**config.mk**
```make
export PLATFORM = sky130hd
export DESIGN_NAME = acp_serial_port
export DESIGN_NICKNAME = d
export VERILOG_FILES = /design/src/hdl/acp_pkg.sv /design/src/hdl/acp_sync2.sv /design/src/hdl/acp_serial_port.sv
export VERILOG_INCLUDE_DIRS = /design/src /design/src/hdl
export SDC_FILE = /design/constraint.sdc
export NUM_CORES = 1
export LEC_CHECK = 0
export BUFFER_PORTS_ARGS = -buffer_cell sky130_fd_sc_hd__buf_4
export CAP_MARGIN = 0
export CORE_UTILIZATION = 50
export DETAILED_ROUTE_END_ITERATION = 10
export PLACE_DENSITY = 0.69
export SETUP_SLACK_MARGIN = 0.02
export SLEW_MARGIN = 20
export SYNTH_ARGS = -nofsm -noshare
export SYNTH_HDL_FRONTEND = slang
export SYNTH_HIERARCHICAL = 1
export SYNTH_SLANG_ARGS = --single-unit
```
**constraint.sdc**
```tcl
create_clock -name core_clk_i -period 6.65 [get_ports core_clk_i]
set_clock_uncertainty 0.05 [all_clocks]
set_input_delay 0.3325 -clock core_clk_i [delete_from_list [all_inputs] [get_ports core_clk_i]]
set_output_delay 0.3325 -clock core_clk_i [all_outputs]
set_load 0.05 [all_outputs]
```
**src/hdl/acp_params.svh**
```systemverilog
`ifndef ACP_PARAMS_SVH
`define ACP_PARAMS_SVH
// ==========================================================================
// Serial port constants
// Idle timeouts in system clock cycles
`define ACP_TMO_SHORT 256
`define ACP_TMO_LONG 4096
// Power-up recovery idle time: 2^18 + 4096 system clock cycles
`define ACP_RECOVER_CYCLES 266240
// Command opcodes in the top three bits of the command byte
`define ACP_OP_RESULT 3'h1
`define ACP_OP_REG_RD 3'h2
`define ACP_OP_REG_WR 3'h3
// Idle data-input patterns that select a direct result read
`define ACP_DIRECT_LO 3'h0
`define ACP_DIRECT_HI 3'h7
// Last register address of a multiple access
`define ACP_LAST_REG 4'h9
// Bit counts
`define ACP_DIRECT_BITS 6'h03
`define ACP_CMD_BITS 6'h08
`define ACP_FRAME_DATA 6'h18
`define ACP_FRAME_STAT 6'h20
`define ACP_FRAME_CMD 6'h28
`define ACP_BYTE_LAST 3'h7
`endif

```
**src/hdl/acp_pkg.sv**
```systemverilog
// ==========================================================================
// Types of the serial command port
package acp_pkg;

  // Port sequencing states
  typedef enum logic [2:0] {
    ST_IDLE,
    ST_DIRECT,
    ST_CMD_END,
    ST_RESULT,
    ST_REG_RD,
    ST_REG_WR,
    ST_HOLD
  } acp_state_e;

  // Conversion result handed over by the converter core
  typedef struct packed {
    logic [6:0] flags;
    logic [23:0] data;
  } acp_result_s;

  // Command byte layout
  typedef struct packed {
    logic [2:0] op;
    logic multi_access_bit;
    logic [3:0] addr;
  } acp_cmd_s;

endpackage : acp_pkg

```
**src/hdl/acp_sync2.sv**
```systemverilog
`timescale 1ns/100ps
// ==========================================================================
// Two flip-flop synchroniser for asynchronous pins
module acp_sync2 #(
  parameter int WIDTH = 3
) (
  // Clock and reset
  input wire logic core_clk_i,
  input wire logic reset_i,
  // Pins in, synchronised levels out
  input wire logic [WIDTH-1:0] d_i,
  output logic [WIDTH-1:0] q_o
);

  logic [WIDTH-1:0] meta_r;
  logic [WIDTH-1:0] sync_r;

  // First stage feeds only the second stage
  always_ff @(posedge core_clk_i) begin
    if (reset_i) begin
      meta_r <= '0;
      sync_r <= '0;
    end else begin
      meta_r <= d_i;
      sync_r <= meta_r;
    end
  end

  assign q_o = sync_r;

endmodule : acp_sync2

```
**src/hdl/acp_serial_port.sv**
```systemverilog
`timescale 1ns/100ps
`include "acp_params.svh"
// Contract
// - Select high aborts transfer, resets port, floats output, ignores input.
// - Data-ready strobe is driven whatever select does.
// - Input sampled on rising clock, output changes on falling clock.
// - Clock idle 256 or 4096 cycles ends transfer and resets port.
// - Direct read must finish before next strobe; new result replaces old.
// - Command result read any time; fresh flag shows update since read.
// - Result goes out MSB first right after the status byte.
// - Port recovers on reset, select pulse or long clock idle.
// - First three input bits 000 or 111 start a direct read.
// - After direct read, commands ignored until select, timeout or reset.
// - Direct read runs 24 clocks, or 32 with status byte.
// - First output bit stands before the strobe falls.
// - Second direct read in one strobe period returns zero data.
// - Result read starts at eighth falling edge, 40 clocks, no corruption.
// - Register data from eighth falling edge, byte per eight; stop at 09h.
module acp_serial_port
  import acp_pkg::*;
#(
  parameter int TMO_SHORT = `ACP_TMO_SHORT,
  parameter int TMO_LONG = `ACP_TMO_LONG,
  parameter int RECOVER_CYCLES = `ACP_RECOVER_CYCLES
) (
  // Clock and reset
  input wire logic core_clk_i,
  input wire logic reset_i,
  // Serial pins
  input wire logic cs_n_i,
  input wire logic sclk_i,
  input wire logic din_i,
  output logic dout_o,
  output logic dout_oe_o,
  // Converter core side
  input wire logic conv_valid_i,
  input wire acp_result_s conv_result_i,
  output logic result_ready_strobe_n_o,
  // Configuration bits
  input wire logic idle_timeout_select_i,
  input wire logic status_enable_i,
  // Register file access
  output logic [3:0] reg_addr_o,
  input wire logic [7:0] reg_rdata_i,
  output logic reg_wr_o,
  output logic [7:0] reg_wdata_o
);

  localparam int CW = $clog2(RECOVER_CYCLES + 1);

  // ========================================================================
  // Pin synchronisation and clock edges
  logic [2:0] pins_s;
  logic sclk_d_r;

  acp_sync2 #(.WIDTH(3)) u_sync (
    .core_clk_i(core_clk_i),
    .reset_i(reset_i),
    .d_i({~cs_n_i, sclk_i, din_i}), // Select inverted: reset reads idle
    .q_o(pins_s)
  );

  wire logic cs_s = ~pins_s[2];
  wire logic sclk_s = pins_s[1];
  wire logic din_s = pins_s[0];
  wire logic rise = sclk_s & ~sclk_d_r;
  wire logic fall = ~sclk_s & sclk_d_r;

  // ========================================================================
  // Clock idle timeouts
  logic [CW-1:0] tmo_r;
  wire logic [CW-1:0] tmo_lim = idle_timeout_select_i ?
      CW'(TMO_LONG - 1) : CW'(TMO_SHORT - 1);
  wire logic tmo_hit = (tmo_r == tmo_lim) |
      (tmo_r == CW'(RECOVER_CYCLES - 1));
  wire logic tmo_sat = (tmo_r == CW'(RECOVER_CYCLES));
  wire logic [CW-1:0] tmo_nxt = (rise | fall | cs_s) ? '0 :
      (tmo_sat ? tmo_r : tmo_r + CW'(1));
  // Select high or clock idle puts the port back to rest
  wire logic port_rst = cs_s | tmo_hit;

  // ========================================================================
  // State registers
  acp_state_e state_r, state_nxt;
  logic [31:0] shift_r, shift_nxt;
  logic [5:0] rise_r, rise_nxt;
  logic [5:0] fall_r, fall_nxt;
  logic [7:0] cmd_r, cmd_nxt;
  logic [2:0] bit_r, bit_nxt;
  logic [3:0] addr_r, addr_nxt;
  logic last_r, last_nxt;
  logic wr_r, wr_nxt;
  logic [7:0] wdata_r, wdata_nxt;
  acp_result_s result_r;
  logic fresh_r;
  logic direct_done_r;
  logic [2:0] new_d_r;
  logic result_ready_strobe_n_n_r;
  logic dout_r;
  logic dout_oe_r;
  logic take_result;
  logic mark_direct;

  // ========================================================================
  // Frame and command decoding
  wire logic [7:0] cmd_byte = {cmd_r[6:0], din_s};
  wire acp_cmd_s cmd_in = acp_cmd_s'(cmd_byte);
  wire acp_cmd_s cmd_hold = acp_cmd_s'(cmd_r);
  wire logic [2:0] head3 = {cmd_r[1:0], din_s};
  wire logic direct_pat = (head3 == `ACP_DIRECT_LO) |
      (head3 == `ACP_DIRECT_HI);
  wire logic [7:0] status_byte = {fresh_r, result_r.flags};
  // Repeat direct read in the same period shows zero data
  wire logic [23:0] direct_data = direct_done_r ? 24'h000000 :
      result_r.data;
  wire logic [31:0] direct_frame = status_enable_i ?
      {status_byte, direct_data} : {direct_data, 8'h00};
  wire logic [5:0] direct_len = status_enable_i ?
      `ACP_FRAME_STAT : `ACP_FRAME_DATA;
  wire logic reg_last = (addr_r >= `ACP_LAST_REG) |
      ~cmd_hold.multi_access_bit;
  wire logic [31:0] shift_left = {shift_r[30:0], 1'b0};

  // ========================================================================
  // Port sequencer
  always_comb begin
    state_nxt = state_r;
    shift_nxt = shift_r;
    rise_nxt = rise_r;
    fall_nxt = fall_r;
    cmd_nxt = cmd_r;
    bit_nxt = bit_r;
    addr_nxt = addr_r;
    last_nxt = last_r;
    wr_nxt = 1'b0;
    wdata_nxt = wdata_r;
    take_result = 1'b0;
    mark_direct = 1'b0;
    if (port_rst) begin
      state_nxt = ST_IDLE;
      rise_nxt = '0;
      fall_nxt = '0;
      bit_nxt = '0;
      shift_nxt = direct_frame;
    end else begin
      case (state_r)
        ST_IDLE: begin
          if (rise) begin
            cmd_nxt = cmd_byte;
            rise_nxt = rise_r + 6'h01;
            if (rise_r == `ACP_DIRECT_BITS - 6'h01 && direct_pat) begin
              state_nxt = ST_DIRECT;
              mark_direct = 1'b1;
            end else if (rise_r == `ACP_CMD_BITS - 6'h01) begin
              state_nxt = ST_CMD_END;
              addr_nxt = cmd_in.addr;
            end
          end
          if (fall) begin
            // Direct data leaves from the first clock on
            shift_nxt = shift_left;
            fall_nxt = fall_r + 6'h01;
          end else if (rise_r == 6'h00 && fall_r == 6'h00) begin
            shift_nxt = direct_frame;
          end
        end
        ST_DIRECT: begin
          if (fall) begin
            shift_nxt = shift_left;
            fall_nxt = fall_r + 6'h01;
            if (fall_r == direct_len - 6'h01) begin
              state_nxt = ST_HOLD;
            end
          end
        end
        ST_CMD_END: begin
          if (fall) begin
            fall_nxt = `ACP_CMD_BITS;
            bit_nxt = '0;
            case (cmd_hold.op)
              `ACP_OP_RESULT: begin
                // Snapshot keeps the frame intact across a new result
                shift_nxt = {status_byte, result_r.data};
                take_result = 1'b1;
                state_nxt = ST_RESULT;
              end
              `ACP_OP_REG_RD: begin
                shift_nxt = {reg_rdata_i, 24'h000000};
                last_nxt = reg_last;
                addr_nxt = addr_r + 4'h1;
                state_nxt = ST_REG_RD;
              end
              `ACP_OP_REG_WR: begin
                state_nxt = ST_REG_WR;
              end
              default: begin
                state_nxt = ST_IDLE;
                rise_nxt = '0;
                fall_nxt = '0;
              end
            endcase
          end
        end
        ST_RESULT: begin
          if (fall) begin
            shift_nxt = shift_left;
            fall_nxt = fall_r + 6'h01;
            if (fall_r == `ACP_FRAME_CMD - 6'h01) begin
              state_nxt = ST_IDLE;
              rise_nxt = '0;
              fall_nxt = '0;
            end
          end
        end
        ST_REG_RD: begin
          if (fall) begin
            bit_nxt = bit_r + 3'h1;
            shift_nxt = shift_left;
            if (bit_r == `ACP_BYTE_LAST) begin
              if (last_r) begin
                state_nxt = ST_IDLE;
                rise_nxt = '0;
                fall_nxt = '0;
              end else begin
                shift_nxt = {reg_rdata_i, 24'h000000};
                last_nxt = reg_last;
                addr_nxt = addr_r + 4'h1;
              end
            end
          end
        end
        ST_REG_WR: begin
          if (wr_r) begin
            addr_nxt = addr_r + 4'h1;
            if (reg_last) begin
              state_nxt = ST_IDLE;
              rise_nxt = '0;
              fall_nxt = '0;
            end
          end
          if (rise) begin
            // Write data gathers apart so dout never moves on a rise
            wdata_nxt = {wdata_r[6:0], din_s};
            bit_nxt = bit_r + 3'h1;
            if (bit_r == `ACP_BYTE_LAST) begin
              wr_nxt = 1'b1;
            end
          end
        end
        ST_HOLD: begin
          // Commands ignored; output runs out as zeros
          if (fall) begin
            shift_nxt = shift_left;
          end
        end
        default: begin
          state_nxt = ST_IDLE;
        end
      endcase
    end
  end

  // ========================================================================
  // Result, fresh flag and strobe next values
  wire logic fresh_nxt = conv_valid_i |
      (fresh_r & ~take_result);
  wire logic direct_done_nxt = conv_valid_i ? 1'b0 :
      (direct_done_r | mark_direct);
  // Strobe falls two cycles after the frame is loaded
  wire logic result_ready_strobe_n_n_nxt = new_d_r[2] ? 1'b0 :
      ((fall & ~cs_s) ? 1'b1 : result_ready_strobe_n_n_r);

  // ========================================================================
  // Sequencer registers
  always_ff @(posedge core_clk_i) begin
    if (reset_i) begin
      state_r <= ST_IDLE;
      shift_r <= '0;
      rise_r <= '0;
      fall_r <= '0;
      cmd_r <= '0;
      bit_r <= '0;
      addr_r <= '0;
      last_r <= 1'b0;
      wr_r <= 1'b0;
      wdata_r <= '0;
    end else begin
      state_r <= state_nxt;
      shift_r <= shift_nxt;
      rise_r <= rise_nxt;
      fall_r <= fall_nxt;
      cmd_r <= cmd_nxt;
      bit_r <= bit_nxt;
      addr_r <= addr_nxt;
      last_r <= last_nxt;
      wr_r <= wr_nxt;
      wdata_r <= wdata_nxt;
    end
  end

  // Result, flags, strobe and pin registers
  always_ff @(posedge core_clk_i) begin
    if (reset_i) begin
      sclk_d_r <= 1'b0;
      tmo_r <= '0;
      result_r <= '0;
      fresh_r <= 1'b0;
      direct_done_r <= 1'b0;
      new_d_r <= '0;
      result_ready_strobe_n_n_r <= 1'b1;
      dout_r <= 1'b0;
      dout_oe_r <= 1'b0;
    end else begin
      sclk_d_r <= sclk_s;
      tmo_r <= tmo_nxt;
      if (conv_valid_i) begin
        result_r <= conv_result_i;
      end
      fresh_r <= fresh_nxt;
      direct_done_r <= direct_done_nxt;
      new_d_r <= {new_d_r[1:0], conv_valid_i};
      result_ready_strobe_n_n_r <= result_ready_strobe_n_n_nxt;
      dout_r <= shift_r[31];
      dout_oe_r <= ~cs_s;
    end
  end

  // ========================================================================
  // Outputs
  assign dout_o = dout_r;
  assign dout_oe_o = dout_oe_r;
  assign result_ready_strobe_n_o = result_ready_strobe_n_n_r;
  assign reg_addr_o = addr_r;
  assign reg_wr_o = wr_r;
  assign reg_wdata_o = wdata_r;

endmodule : acp_serial_port

```
# Word level (Yosys, flattened, before mapping)
# Index checks and enable logic that the tools add are counted.
[op_classes] order_cmp=1 n_reduce_logical=29 eq_ne=42 mux=77 n_bitwise=22 n_addsub=6
[ops] op="32-bit 2-to-1 mux" count=9
[ops] op="32-bit case mux with 4 select lines" count=1
[ops] op="6-bit 2-to-1 mux" count=15
[ops] op="32-bit case mux with 2 select lines" count=1
[ops] op="6-bit case mux with 5 select lines" count=2
[ops] op="3-bit 2-to-1 mux" count=16
[ops] op="4-bit 2-to-1 mux" count=10
[ops] op="19-bit equality test, second input constant" count=2
[ops] op="2-bit != test, second input constant" count=17
[ops] op="24-bit 2-to-1 mux" count=1
[ops] op="11-bit AND reduction" count=2
[ops] op="3-bit case mux with 7 select lines" count=1
[ops] op="19-bit by 1-bit adder with 19-bit output, second input constant" count=1
[ops] op="19-bit by 12-bit equality test with 1-bit output" count=1
[ops] op="3-bit case mux with 3 select lines" count=2
[ops] op="1-bit 2-to-1 mux" count=16
[ops] op="4-bit case mux with 4 select lines" count=1
[ops] op="3-bit equality test, second input constant" count=5
[ops] op="5-bit nonzero test" count=3
[ops] op="13-bit AND reduction" count=1
[ops] op="6-bit by 1-bit adder with 6-bit output, second input constant" count=2
[ops] op="3-bit by 2-bit equality test with 1-bit output, second input constant" count=4
[ops] op="6-bit logical NOT" count=2
[ops] op="12-bit 2-to-1 mux" count=1
[ops] op="29 further kinds" count=61
[totals] register_bits=137 out_inout_bits=16 elab_cells=199

# Logic depth before layout (Yosys ltp)
# Gate-level depths: netlist of run 1.
[depth] depth_word=8 ltp_mapped=9 mapped_depth_nobuf=7

# By module
# The synthesis of run 1 kept the hierarchy.
[by_module_without_submodules] module="acp_serial_port" area_per_inst_um2=7203.2 seq_area_each_um2=2622.5 n_inst=1 cells_each=828
[by_module_without_submodules] module="acp_sync2" area_per_inst_um2=157.7 seq_area_each_um2=120.1 n_inst=1 cells_each=12

# Worst setup path before layout of run 1
# Ideal clock, no wire load.
[synth_path] path_type="register to register" from="register addr_r[0] (netlist: reg_addr_o[0])" to="register state_r[2]" path_buffers=0 t_arrival_ns=2.237 path_slack_ns=4.276 t_required_ns=6.512 synth_period_minus_slack_ns=2.374 stages_incl_launch_ff=8 path_cell_list="dfxtp_1 > inv_1 > ha_1 > or3b_2 > nand4_1 > a32oi_1 > nand3_1 > o31ai_1"
[synth_between] elab_chain_len=4
[synth_rtl] element="start, declared" line="acp_serial_port.sv:90" text="logic [3:0] addr_r, addr_nxt;"
[synth_rtl] element="start signal, assigned" line="acp_serial_port.sv:294" text="addr_r <= addr_nxt;"
[synth_rtl] element="4-bit >= comparator (no line)"
[synth_rtl] element="1-bit OR" line="acp_serial_port.sv:120" text="wire logic reg_last = (addr_r >= `ACP_LAST_REG) |"
[synth_rtl] element="2-bit != test (no line)"
[synth_rtl] element="13-bit AND reduction (no line)"
[synth_rtl] element="end signal, assigned" line="acp_serial_port.sv:288" text="state_r <= state_nxt;"
[synth_rtl] element="end, declared" line="acp_serial_port.sv:84" text="acp_state_e state_r, state_nxt;"
# Every way passes these cells.
# A chain may end at the register's enable or synchronous reset.

# Final worst setup path of run 1
[layout_path] from="register state_r[0]" to="register cmd_r[1] (netlist: cmd_hold[1])"
[layout_between] elab_chain_len=2
[layout_rtl] element="3-bit logical NOT" line="acp_serial_port.sv:146" text="case (state_r)"
[layout_rtl] element="3-bit AND reduction (no line)"
[layout_rtl] element="end signal, assigned" line="acp_serial_port.sv:292" text="cmd_r <= cmd_nxt;"
[layout_rtl] element="end, declared" line="acp_serial_port.sv:88" text="logic [7:0] cmd_r, cmd_nxt;"
# Every way passes these cells.

==> impl_metrics.yaml, run 1 <==
synthesis:
  synth-compound-area-share_pct: 21.4
  synth_top_family_by_area: "compound AO/OA/AOI/OAI gates"
  synth_common_cells: "dfxtp_1 (137), nor2_1 (80), o21ai_0 (70)"
  synth_area_um2: 7360
  synth.ff_latch_count: 137
  ys_types: 79
  synthMuxAreaShare_pct: 11.2
  syn_nets: 901
  synth_xor_area_share_pct: 2.26
  yosys.area_share.simple_pct: 19.9
  yosysWarnings: 6
  synth_top_cell_area_share_pct: 37.3
  async_reset_ff_share_pct: 0
  synth_edf_count: 0
  synth_area_leaders: "dfxtp_1 (37%), mux2i_1 (7.3%), o21ai_0 (4.8%), nor2_1 (4.1%), mux2_2 (3.8%)"
  avgSynthCellArea_um2: 8.76
  yosysSeqAreaShare_pct: 37.3
  synth_top_cell_by_area: "dfxtp_1"
  synth.most_common_cell: "dfxtp_1"
  synth_flop_cell: "dfxtp_1"
  syn_inst: 840
  synthAdderAreaFrac_pct: 2.38
sta:
  finalSetupViolCount: 0
  period_minus_slack_ns: 3.13
  relSlewSlack_pct: 28.5
  tns_ns: 0
  final_max_slew_viol_count: 0
  fmax_ghz: 0.319
  fin_crit_sh_pct: 47.1
  finalHoldViolCount: 0
  worst_pin_slew_ns: 1.07
  grt_setup_unrepaired: "no"
placement:
  port_buffers: 62
  dpl.hpwl_um: 13100
  place.gp.congestion: 0.880
  place_area_um2: 7760
critical_path:
  arrival_ns: 3.42
  path_max_fanout: 34
  cp.required_ns: 6.94
  end_kind: "flip-flop"
  rr_endpoint: "cmd_hold[1]"
  regToRegStartpoint: "state_r[0]"
  path_class: "flip-flop to flip-flop"
  ff2ff_path_depth: 5
  start_kind: "flip-flop"
  r2r_setup_slack_ns: 3.52
clock_network:
  cts.sinks: 137
  postCtsSetupRepairBufs: 0
  cts_buffers: 17
  cts_tree: "built"
  clock_path_buffers: 2
  clk_pin_slew_ns: 0.06
  holdBufCountCts: 0
  cts_max_level: 4
  cts_resized: 0
  worstSkewPairLatency_ns: 0.42
  clockRootBuffer: "clkbuf_16"
grt:
  antenna_found_initial: 0
  grt-ovfl-total: 0
  grt_start_max_net_pins: 63
  grt_pass1_wl_um: 31300
  grt_pass1_vias: 6431
  grt_use_total_pct: 26.4
detailed_routing:
  vias_per_cell: 6.30
  wl_per_cell_um: 18.1
  drcViolationCount: 0
  vias: 6699
  drt-pass1-iter-count: 5
  drt_iter0_markers: 531
  antenna_left: 0
  drt_wl_total_um: 19300
cells_and_area:
  num_antenna_cells: 0
  ff_latch_area_um2: 2740
  fin_area_um2: 8330
  layout-drive-gt1-share_pct: 18.6
  layout.nets: 932
  syn2layout_area_growth_pct: 13.2
  multi_input_area_um2: 4220
  nFillCells: 1247
job:
  maxCapViolations: 0
power_and_ir_drop:
  powerDensity_nw_per_um2: 228
  static-leakage-power_nw: 3.09
  vdd_drop_max_v: 0.000178
die:
  die_w_um: 123
  initial_core_util_pct: 52.2
  dieArea_um2: 15200
  die_y_um: 123
  num_rows: 43
  coreArea_um2: 14100
  io_pins: 63
run_status:
  outcome: "completed"
min_path:
  min_path_cells: 2
  min_from: "din_i"
  worst_hold_path.endpoint: "u_sync/meta_r[0]"
  hold_path.class: "primary input to flip-flop"
-- worst max-delay path: stages, from the launching register on --
cell and delay, ns:
dfxtp_1 1.02, inv_1 0.30, o311a_1 0.45, a32o_1 0.28, nor4_4 0.67, mux2i_1 0.27
-- flip-flops by register name, indices dropped and copies added (netlist names) --
signal,flops
last_r,1
shift_r,32
reg_addr_o,4
u_sync/q_o,3
dout_o,1
rise_r,6
fresh_r,1
u_sync/meta_r,3
bit_r,3
sclk_d_r,1
reg_wdata_o,8
reg_wr_o,1
cmd_hold,8
result_ready_strobe_n_o,1
fall_r,6
new_d_r,3
result_r,31
state_r,3
tmo_r,19
direct_done_r,1
dout_oe_o,1
-- routing by layer --
metal | global-route usage, % | vias up | share of wire, %
li1 | - | 3127 | -
met1 | 31.4 | 3239 | 42
met2 | 45.1 | 284 | 48
met3 | 5.58 | 49 | 6.5
met4 | 12.9 | 0 | 2.9
met5 | 0 | - | 0
-- kinds of logic after synthesis --
| family | Yosys count |
|---|---|
| AND/OR/NAND/NOR | 290 |
| AO/OA/AOI/OAI | 221 |
| flip-flops | 137 |
| buffers and inverters | 80 |
| multiplexers | 79 |
| XOR/XNOR | 19 |
| adder cells (fa/ha/maj) | 14 |
-- power by group --
| part | switching, mW | total (mW) | leakage (nW) | internal (mW) |
|---|---|---|---|---|
| Sequential | 0.0230 | 0.868 | 1.12 | 0.845 |
| Clock | 0.345 | 0.905 | 0.272 | 0.559 |
| Combinational | 0.0653 | 0.125 | 1.70 | 0.0598 |
| Total | 0.433 | 1.90 | 3.09 | 1.46 |
-- placed cells by master (no fill, tap or decap), types with 3 or more instances in the layout --
master and n:
and3_1 10, nor3b_1 12, clkinv_2 4, a32o_1 6, dfxtp_1 137, nand2b_1 15
o32ai_1 4, ha_1 14, mux2_2 25, a21oi_1 39, inv_1 23, a221oi_1 7
o211ai_1 5, xnor2_1 10, or2_2 7, o21ai_0 70, clkbuf_16 17, a31o_2 16
a32oi_1 3, nor3_1 12, nand4_1 10, buf_4 65, nor2_1 80, or4_1 8
o31ai_1 4, nor4_1 3, nor2b_1 15, xor2_1 9, o221ai_1 7, mux2i_1 54
o2bb2ai_1 7, or3_1 4, a21oi_2 10, nor4b_1 4, and2_1 5, nand2_1 61
nand3_1 36, a221o_1 7, clkbuf_1 6
-- metrics by stage --
stage	util [%]	hold WS (ns)	std cells	worst slack [ns]	total power, mW
after floorplan	-	0.350	840	4.28	0.964
after global placement	55.1	0.363	1031	3.42	1.00
after detailed placement	55.1	0.371	1031	3.28	1.01
after CTS	59.0	0.0732	1063	3.26	1.90
after global routing	59.1	0.0818	1064	3.27	1.96
final	59.1	0.0787	1064	3.52	1.90
-- cell type report --
class	count	area share, %
sequential	137	32.9
tap	180	2.70
clock inverter	8	1.16
timing repair buffer	66	5.92
multi-input combinational	623	50.6
clock buffer	24	5.54
inverter	26	1.17
-- worst max path at each step --
stage / start / to / slack [ns]
2_1_floorplan: reg_addr_o[0] / state_r[2] / 4.28
3_3_place_gp: state_r[0] / cmd_hold[3] / 3.42
3_5_place_dp: state_r[0] / cmd_hold[1] / 3.28
4_1_cts: state_r[0] / cmd_hold[1] / 3.26
5_1_grt: state_r[0] / state_r[2] / 3.27
6_report: state_r[0] / cmd_hold[1] / 3.52
Note: power is estimated with default switching activity, not from simulation.
==> run 2: changes to the inputs <==
clock period = 3.05 ns   (was 6.65 ns; I/O delays follow)
==> run 2 against run 1 <==
Net effect: combinational power up 150%; cell count grew 4.2%; register-to-register slack worse by 3.2 ns; fmax grew 14%; die area is the same; critical path type unchanged; largest power group unchanged.
==> impl_metrics.yaml, run 2 (synthesized netlist as in run 1, its figures left out) <==
cells_and_area:
  layout_commonest_cell: "dfxtp_1"
  layout.nets: 978
  mostFrequentLayoutCells: "dfxtp_1 (137), nor2_1 (80), buf_4 (78)"
  layout-drive-gt1-share_pct: 19.3
  ff_latch_area_um2: 2740
  fin_area_um2: 8850
  finish.utilization_pct: 62.8
  syn2layout_area_growth_pct: 20.3
  top_register: "shift_r"
  layoutNonFillerInstCount: 1109
  num_antenna_cells: 0
  top_regs: "shift_r (32), result_r (31), tmo_r (19)"
  multi_input_area_um2: 4210
  largest_reg_flops: 32
  nFillCells: 1196
clock_network:
  cts_buffers: 17
  cts_tree: "built"
  clk_pin_slew_ns: 0.06
  cts_max_level: 4
  clockRootBuffer: "clkbuf_16"
  postCtsSetupRepairBufs: 0
  worstSkewPairLatency_ns: 0.43
  cts.sinks: 137
  clock_path_buffers: 2
sta:
  final_max_slew_viol_count: 0
  grt_setup_unrepaired: "no"
  worst_pin_slew_ns: 0.957
  finalSetupViolCount: 0
  relSlewSlack_pct: 34.5
  fin_crit_sh_pct: 90.4
  tns_ns: 0
  fmax_ghz: 0.363
  period_minus_slack_ns: 2.76
  finalHoldViolCount: 0
power_and_ir_drop:
  vdd_drop_max_v: 0.000510
  powerDensity_nw_per_um2: 510
  static-leakage-power_nw: 3.33
detailed_routing:
  drt_iter0_markers: 478
  antenna_left: 0
  vias_per_cell: 6.03
  drt-pass1-iter-count: 5
  drcViolationCount: 0
  wl_per_cell_um: 17.6
  drt_wl_total_um: 19600
  vias: 6691
grt:
  grt_use_total_pct: 27.0
  grt_start_max_net_pins: 63
  busiest_layer: "met2"
  use_met1_pct: 32.4
  use_met3_pct: 5.03
  gr-usage-met2_pct: 47.0
  grt_pass1_vias: 6536
  grt_pass1_wl_um: 31800
  grt-ovfl-total: 0
  antenna_found_initial: 0
placement:
  dp_cells: 1044
  port_buffers: 62
  place_area_um2: 7860
  place.gp.congestion: 0.893
  dpl.hpwl_um: 13000
critical_path:
  arrival_ns: 3.03
  end_kind: "flip-flop"
  cp.required_ns: 3.32
  path_max_fanout: 9
  cp_slowest_stage_delay_ns: 0.82
  path_class: "flip-flop to flip-flop"
  cp_cell_sequence: "ha_1, ha_1, and3_1, a2111oi_0, a2111o_1, nor4_2, buf_4, a32o_1"
  start_kind: "flip-flop"
  crit_top_cell: "ha_1"
  slowest_stage: "a2111oi_0"
die:
  die_y_um: 123
  dieArea_um2: 15200
  die_w_um: 123
  num_rows: 43
  initial_core_util_pct: 52.2
  io_pins: 63
  coreArea_um2: 14100
job:
  maxCapViolations: 0
min_path:
  hold_path.class: "primary input to flip-flop"
run_status:
  outcome: "completed"
## run 2: path summary, 6_finish.rpt
path	cells past startpoint	endpoint	slack [ns]	start
worst max-delay path	8	direct_done_r	0.29	bit_r[0]
worst min-delay path	4	shift_r[28]	0.17	reg_rdata_i[4]
worst max register to register	8	direct_done_r	0.29	bit_r[0]
worst min register to register	1	result_ready_strobe_n_o	0.39	new_d_r[2]
## run 2: per-layer routing
metal | up-vias | routed length (um)
met5 | - | 0
met4 | 0 | 439
met3 | 37 | 1050
met2 | 229 | 9660
met1 | 3197 | 8410
li1 | 3228 | -
## run 2: metrics by stage
step                      worst slack, ns  total power, mW  hold WS [ns]
after global routing                0.176             4.66         0.181
after floorplan                     0.676             2.10         0.174
after global placement              0.464             2.19         0.316
after CTS                           0.281             4.54         0.158
after detailed placement            0.324             2.20         0.322
final                               0.293             4.51         0.172
## run 2: layout make-up
type,instances,area share (%)
Timing Repair Buffer,112,10.5
Tap cell,180,2.54
Multi-Input combinational cell,623,47.5
Inverter,26,1.10
Clock inverter,13,2.53
Sequential cell,137,31.0
Clock buffer,18,4.85
## run 2: where the power goes
part	internal, mW	switching (mW)	leakage, nW
sequential	1.84	0.0490	1.12
combinational	0.161	0.150	1.90
clock	1.52	0.788	0.316
total	3.53	0.986	3.33
## run 2: worst max-delay path, delay by kind of cell, from the launching register on
kind | cells | cell delay, ns
buffers and inverters | 1 | 0.19
AOI/OAI and AO/OA | 3 | 1.30
adders and majority gates | 2 | 0.47
DFF | 1 | 0.33
and+or+nand+nor | 2 | 0.30
## run 2: timing repair
item / 4_1_cts / 5_1_grt
hold endpoints to repair: 34 / 0
resized for setup: 0 / 0
endpoints found under the setup margin: 0 / 0
hold buffers: 34 / 0
==> run 3: changes to the inputs <==
CORE_MARGIN = 2   (was not set)
==> run 3 against run 2 <==
Net effect: flip-flop and latch count unchanged; largest power group unchanged; non-clock buffer count shrank 1; largest cell class unchanged; cell area fell by 0.69%; critical endpoint is now shift_r[23].
==> impl_metrics.yaml, run 3 (synthesized netlist as in run 1, its figures left out) <==
detailed_routing:
  wl_per_cell_um: 18.1
  vias: 6821
  vias_per_cell: 6.13
  drt_iter0_markers: 542
  antenna_left: 0
  drcViolationCount: 0
  drt-pass1-iter-count: 6
  drt_wl_total_um: 20100
clock_network:
  worstSkewPairLatency_ns: 0.43
  cts_resized: 0
  cts_tree: "built"
  cts_max_level: 4
  clock_path_buffers: 2
  cts_buffers: 17
  cts.sinks: 137
  clockRootBuffer: "clkbuf_16"
  holdBufCountCts: 34
  postCtsSetupRepairBufs: 0
  clk_pin_slew_ns: 0.06
power_and_ir_drop:
  p_switching_mw: 1.03
  static-leakage-power_nw: 3.30
  powerDensity_nw_per_um2: 487
  p_int_mw: 3.25
  power_frac_seq_pct: 44.1
  power_frac_clock_pct: 48.6
  power_mw: 4.29
  comb_power_share_pct: 7.4
  vdd_drop_max_v: 0.000396
  p_sw_share_pct: 24.1
cells_and_area:
  layout-drive-gt1-share_pct: 19.5
  top_register: "shift_r"
  nFillCells: 1231
  layout.nets: 977
  fin_area_um2: 8790
  mostFrequentLayoutCells: "dfxtp_1 (137), nor2_1 (80), buf_4 (77)"
  syn2layout_area_growth_pct: 19.4
  top_regs: "shift_r (32), result_r (31), tmo_r (19)"
  ff_latch_area_um2: 2740
  largest_reg_flops: 32
  layout_commonest_cell: "dfxtp_1"
  num_antenna_cells: 0
  multi_input_area_um2: 4210
sta:
  worst_pin_slew_ns: 1.01
  finalHoldViolCount: 0
  relSlewSlack_pct: 32.4
  tns_ns: 0
  finalSetupViolCount: 0
  whs_ns: 0.169
  finalWorstSetupSlack_ns: 0.337
  grt_setup_unrepaired: "no"
  period_minus_slack_ns: 2.71
  fin_crit_sh_pct: 88.9
  fmax_ghz: 0.369
  final_max_slew_viol_count: 0
run_status:
  outcome: "completed"
placement:
  port_buffers: 62
  dpl.hpwl_um: 13200
  dpl_worst_slack_ns: 0.353
  place.gp.congestion: 0.888
  place_area_um2: 7850
grt:
  gr-usage-met2_pct: 43.8
  grt-ovfl-total: 0
  use_met1_pct: 32.0
  grt_pass1_vias: 6671
  antenna_found_initial: 0
  grt_start_max_net_pins: 63
  use_met3_pct: 5.09
  busiest_layer: "met2"
  grt_use_total_pct: 25.9
  grt_pass1_wl_um: 33400
critical_path:
  end_kind: "flip-flop"
  start_kind: "flip-flop"
  r2r_setup_slack_ns: 0.34
  path_max_fanout: 18
  path_class: "flip-flop to flip-flop"
  arrival_ns: 3.02
  cp.required_ns: 3.36
  ff2ff_path_depth: 5
die:
  dieArea_um2: 15700
  coreArea_um2: 14500
  initial_core_util_pct: 50.8
  die_w_um: 125
  die_y_um: 125
  io_pins: 63
  num_rows: 44
min_path:
  min_path_cells: 4
  hold_path.class: "primary input to flip-flop"
job:
  maxCapViolations: 0
[run 3: changes by cell type in the layout (fill, tap and decap cells not counted)]
| cell | before | now |
|---|---|---|
| inv_1 | 24 | 23 |
| buf_4 | 78 | 77 |
| inv_6 | 1 | 3 |
| inv_2 | 1 | 2 |
| bufinv_16 | 6 | 2 |
| clkbuf_8 | 0 | 2 |
| clkinvlp_4 | 2 | 3 |
| clkbuf_1 | 1 | 0 |
| clkinv_2 | 4 | 3 |
| clkinv_4 | 0 | 2 |
[run 3: cell type report]
class	instances	share of cell area (%)
clock inverters	13	1.61
well taps	184	2.62
inverters	26	1.11
flip-flops and latches	137	31.2
clock buffers	19	5.15
repair buffers	111	10.4
multi-input cells	623	47.9
[run 3: power groups by stage]
stage / Clock (mW) / Sequential, mW / Combinational (mW)
after floorplan: 0 / 1.91 / 0.190
after global placement: 0 / 1.92 / 0.266
after detailed placement: 0 / 1.93 / 0.276
after CTS: 2.11 / 1.89 / 0.314
after global routing: 2.20 / 1.89 / 0.344
final: 2.08 / 1.89 / 0.315
[run 3: worst paths after layout]
| kind | start | end |
|---|---|---|
| worst max-delay path | tmo_r[14] | shift_r[23] |
| worst min-delay path | reg_rdata_i[4] | shift_r[28] |
| worst max register to register | tmo_r[14] | shift_r[23] |
| worst min register to register | u_sync/meta_r[0] | u_sync/q_o[0] |
[run 3: metal layers]
metal	up-vias	wire length, um
met1	3303	8350
met2	260	10100
met5	-	0
met3	49	1150
met4	0	497
li1	3209	-
[run 3: critical path, cell delays in order, from the launching register on]
cell and delay, ns:
dfxtp_1 0.36, or4_1 0.54, or4_1 0.69, o221ai_4 0.61
nand3_1 0.20, a21oi_2 0.18
[run 3: per-stage QoR]
step / cells / utilization, %
finish: 1113 / 60.7
global route: 1113 / 60.7
CTS: 1113 / 60.7
detailed placement: 1047 / 54.2
global placement: 1047 / 54.2
floorplan: 840 / -
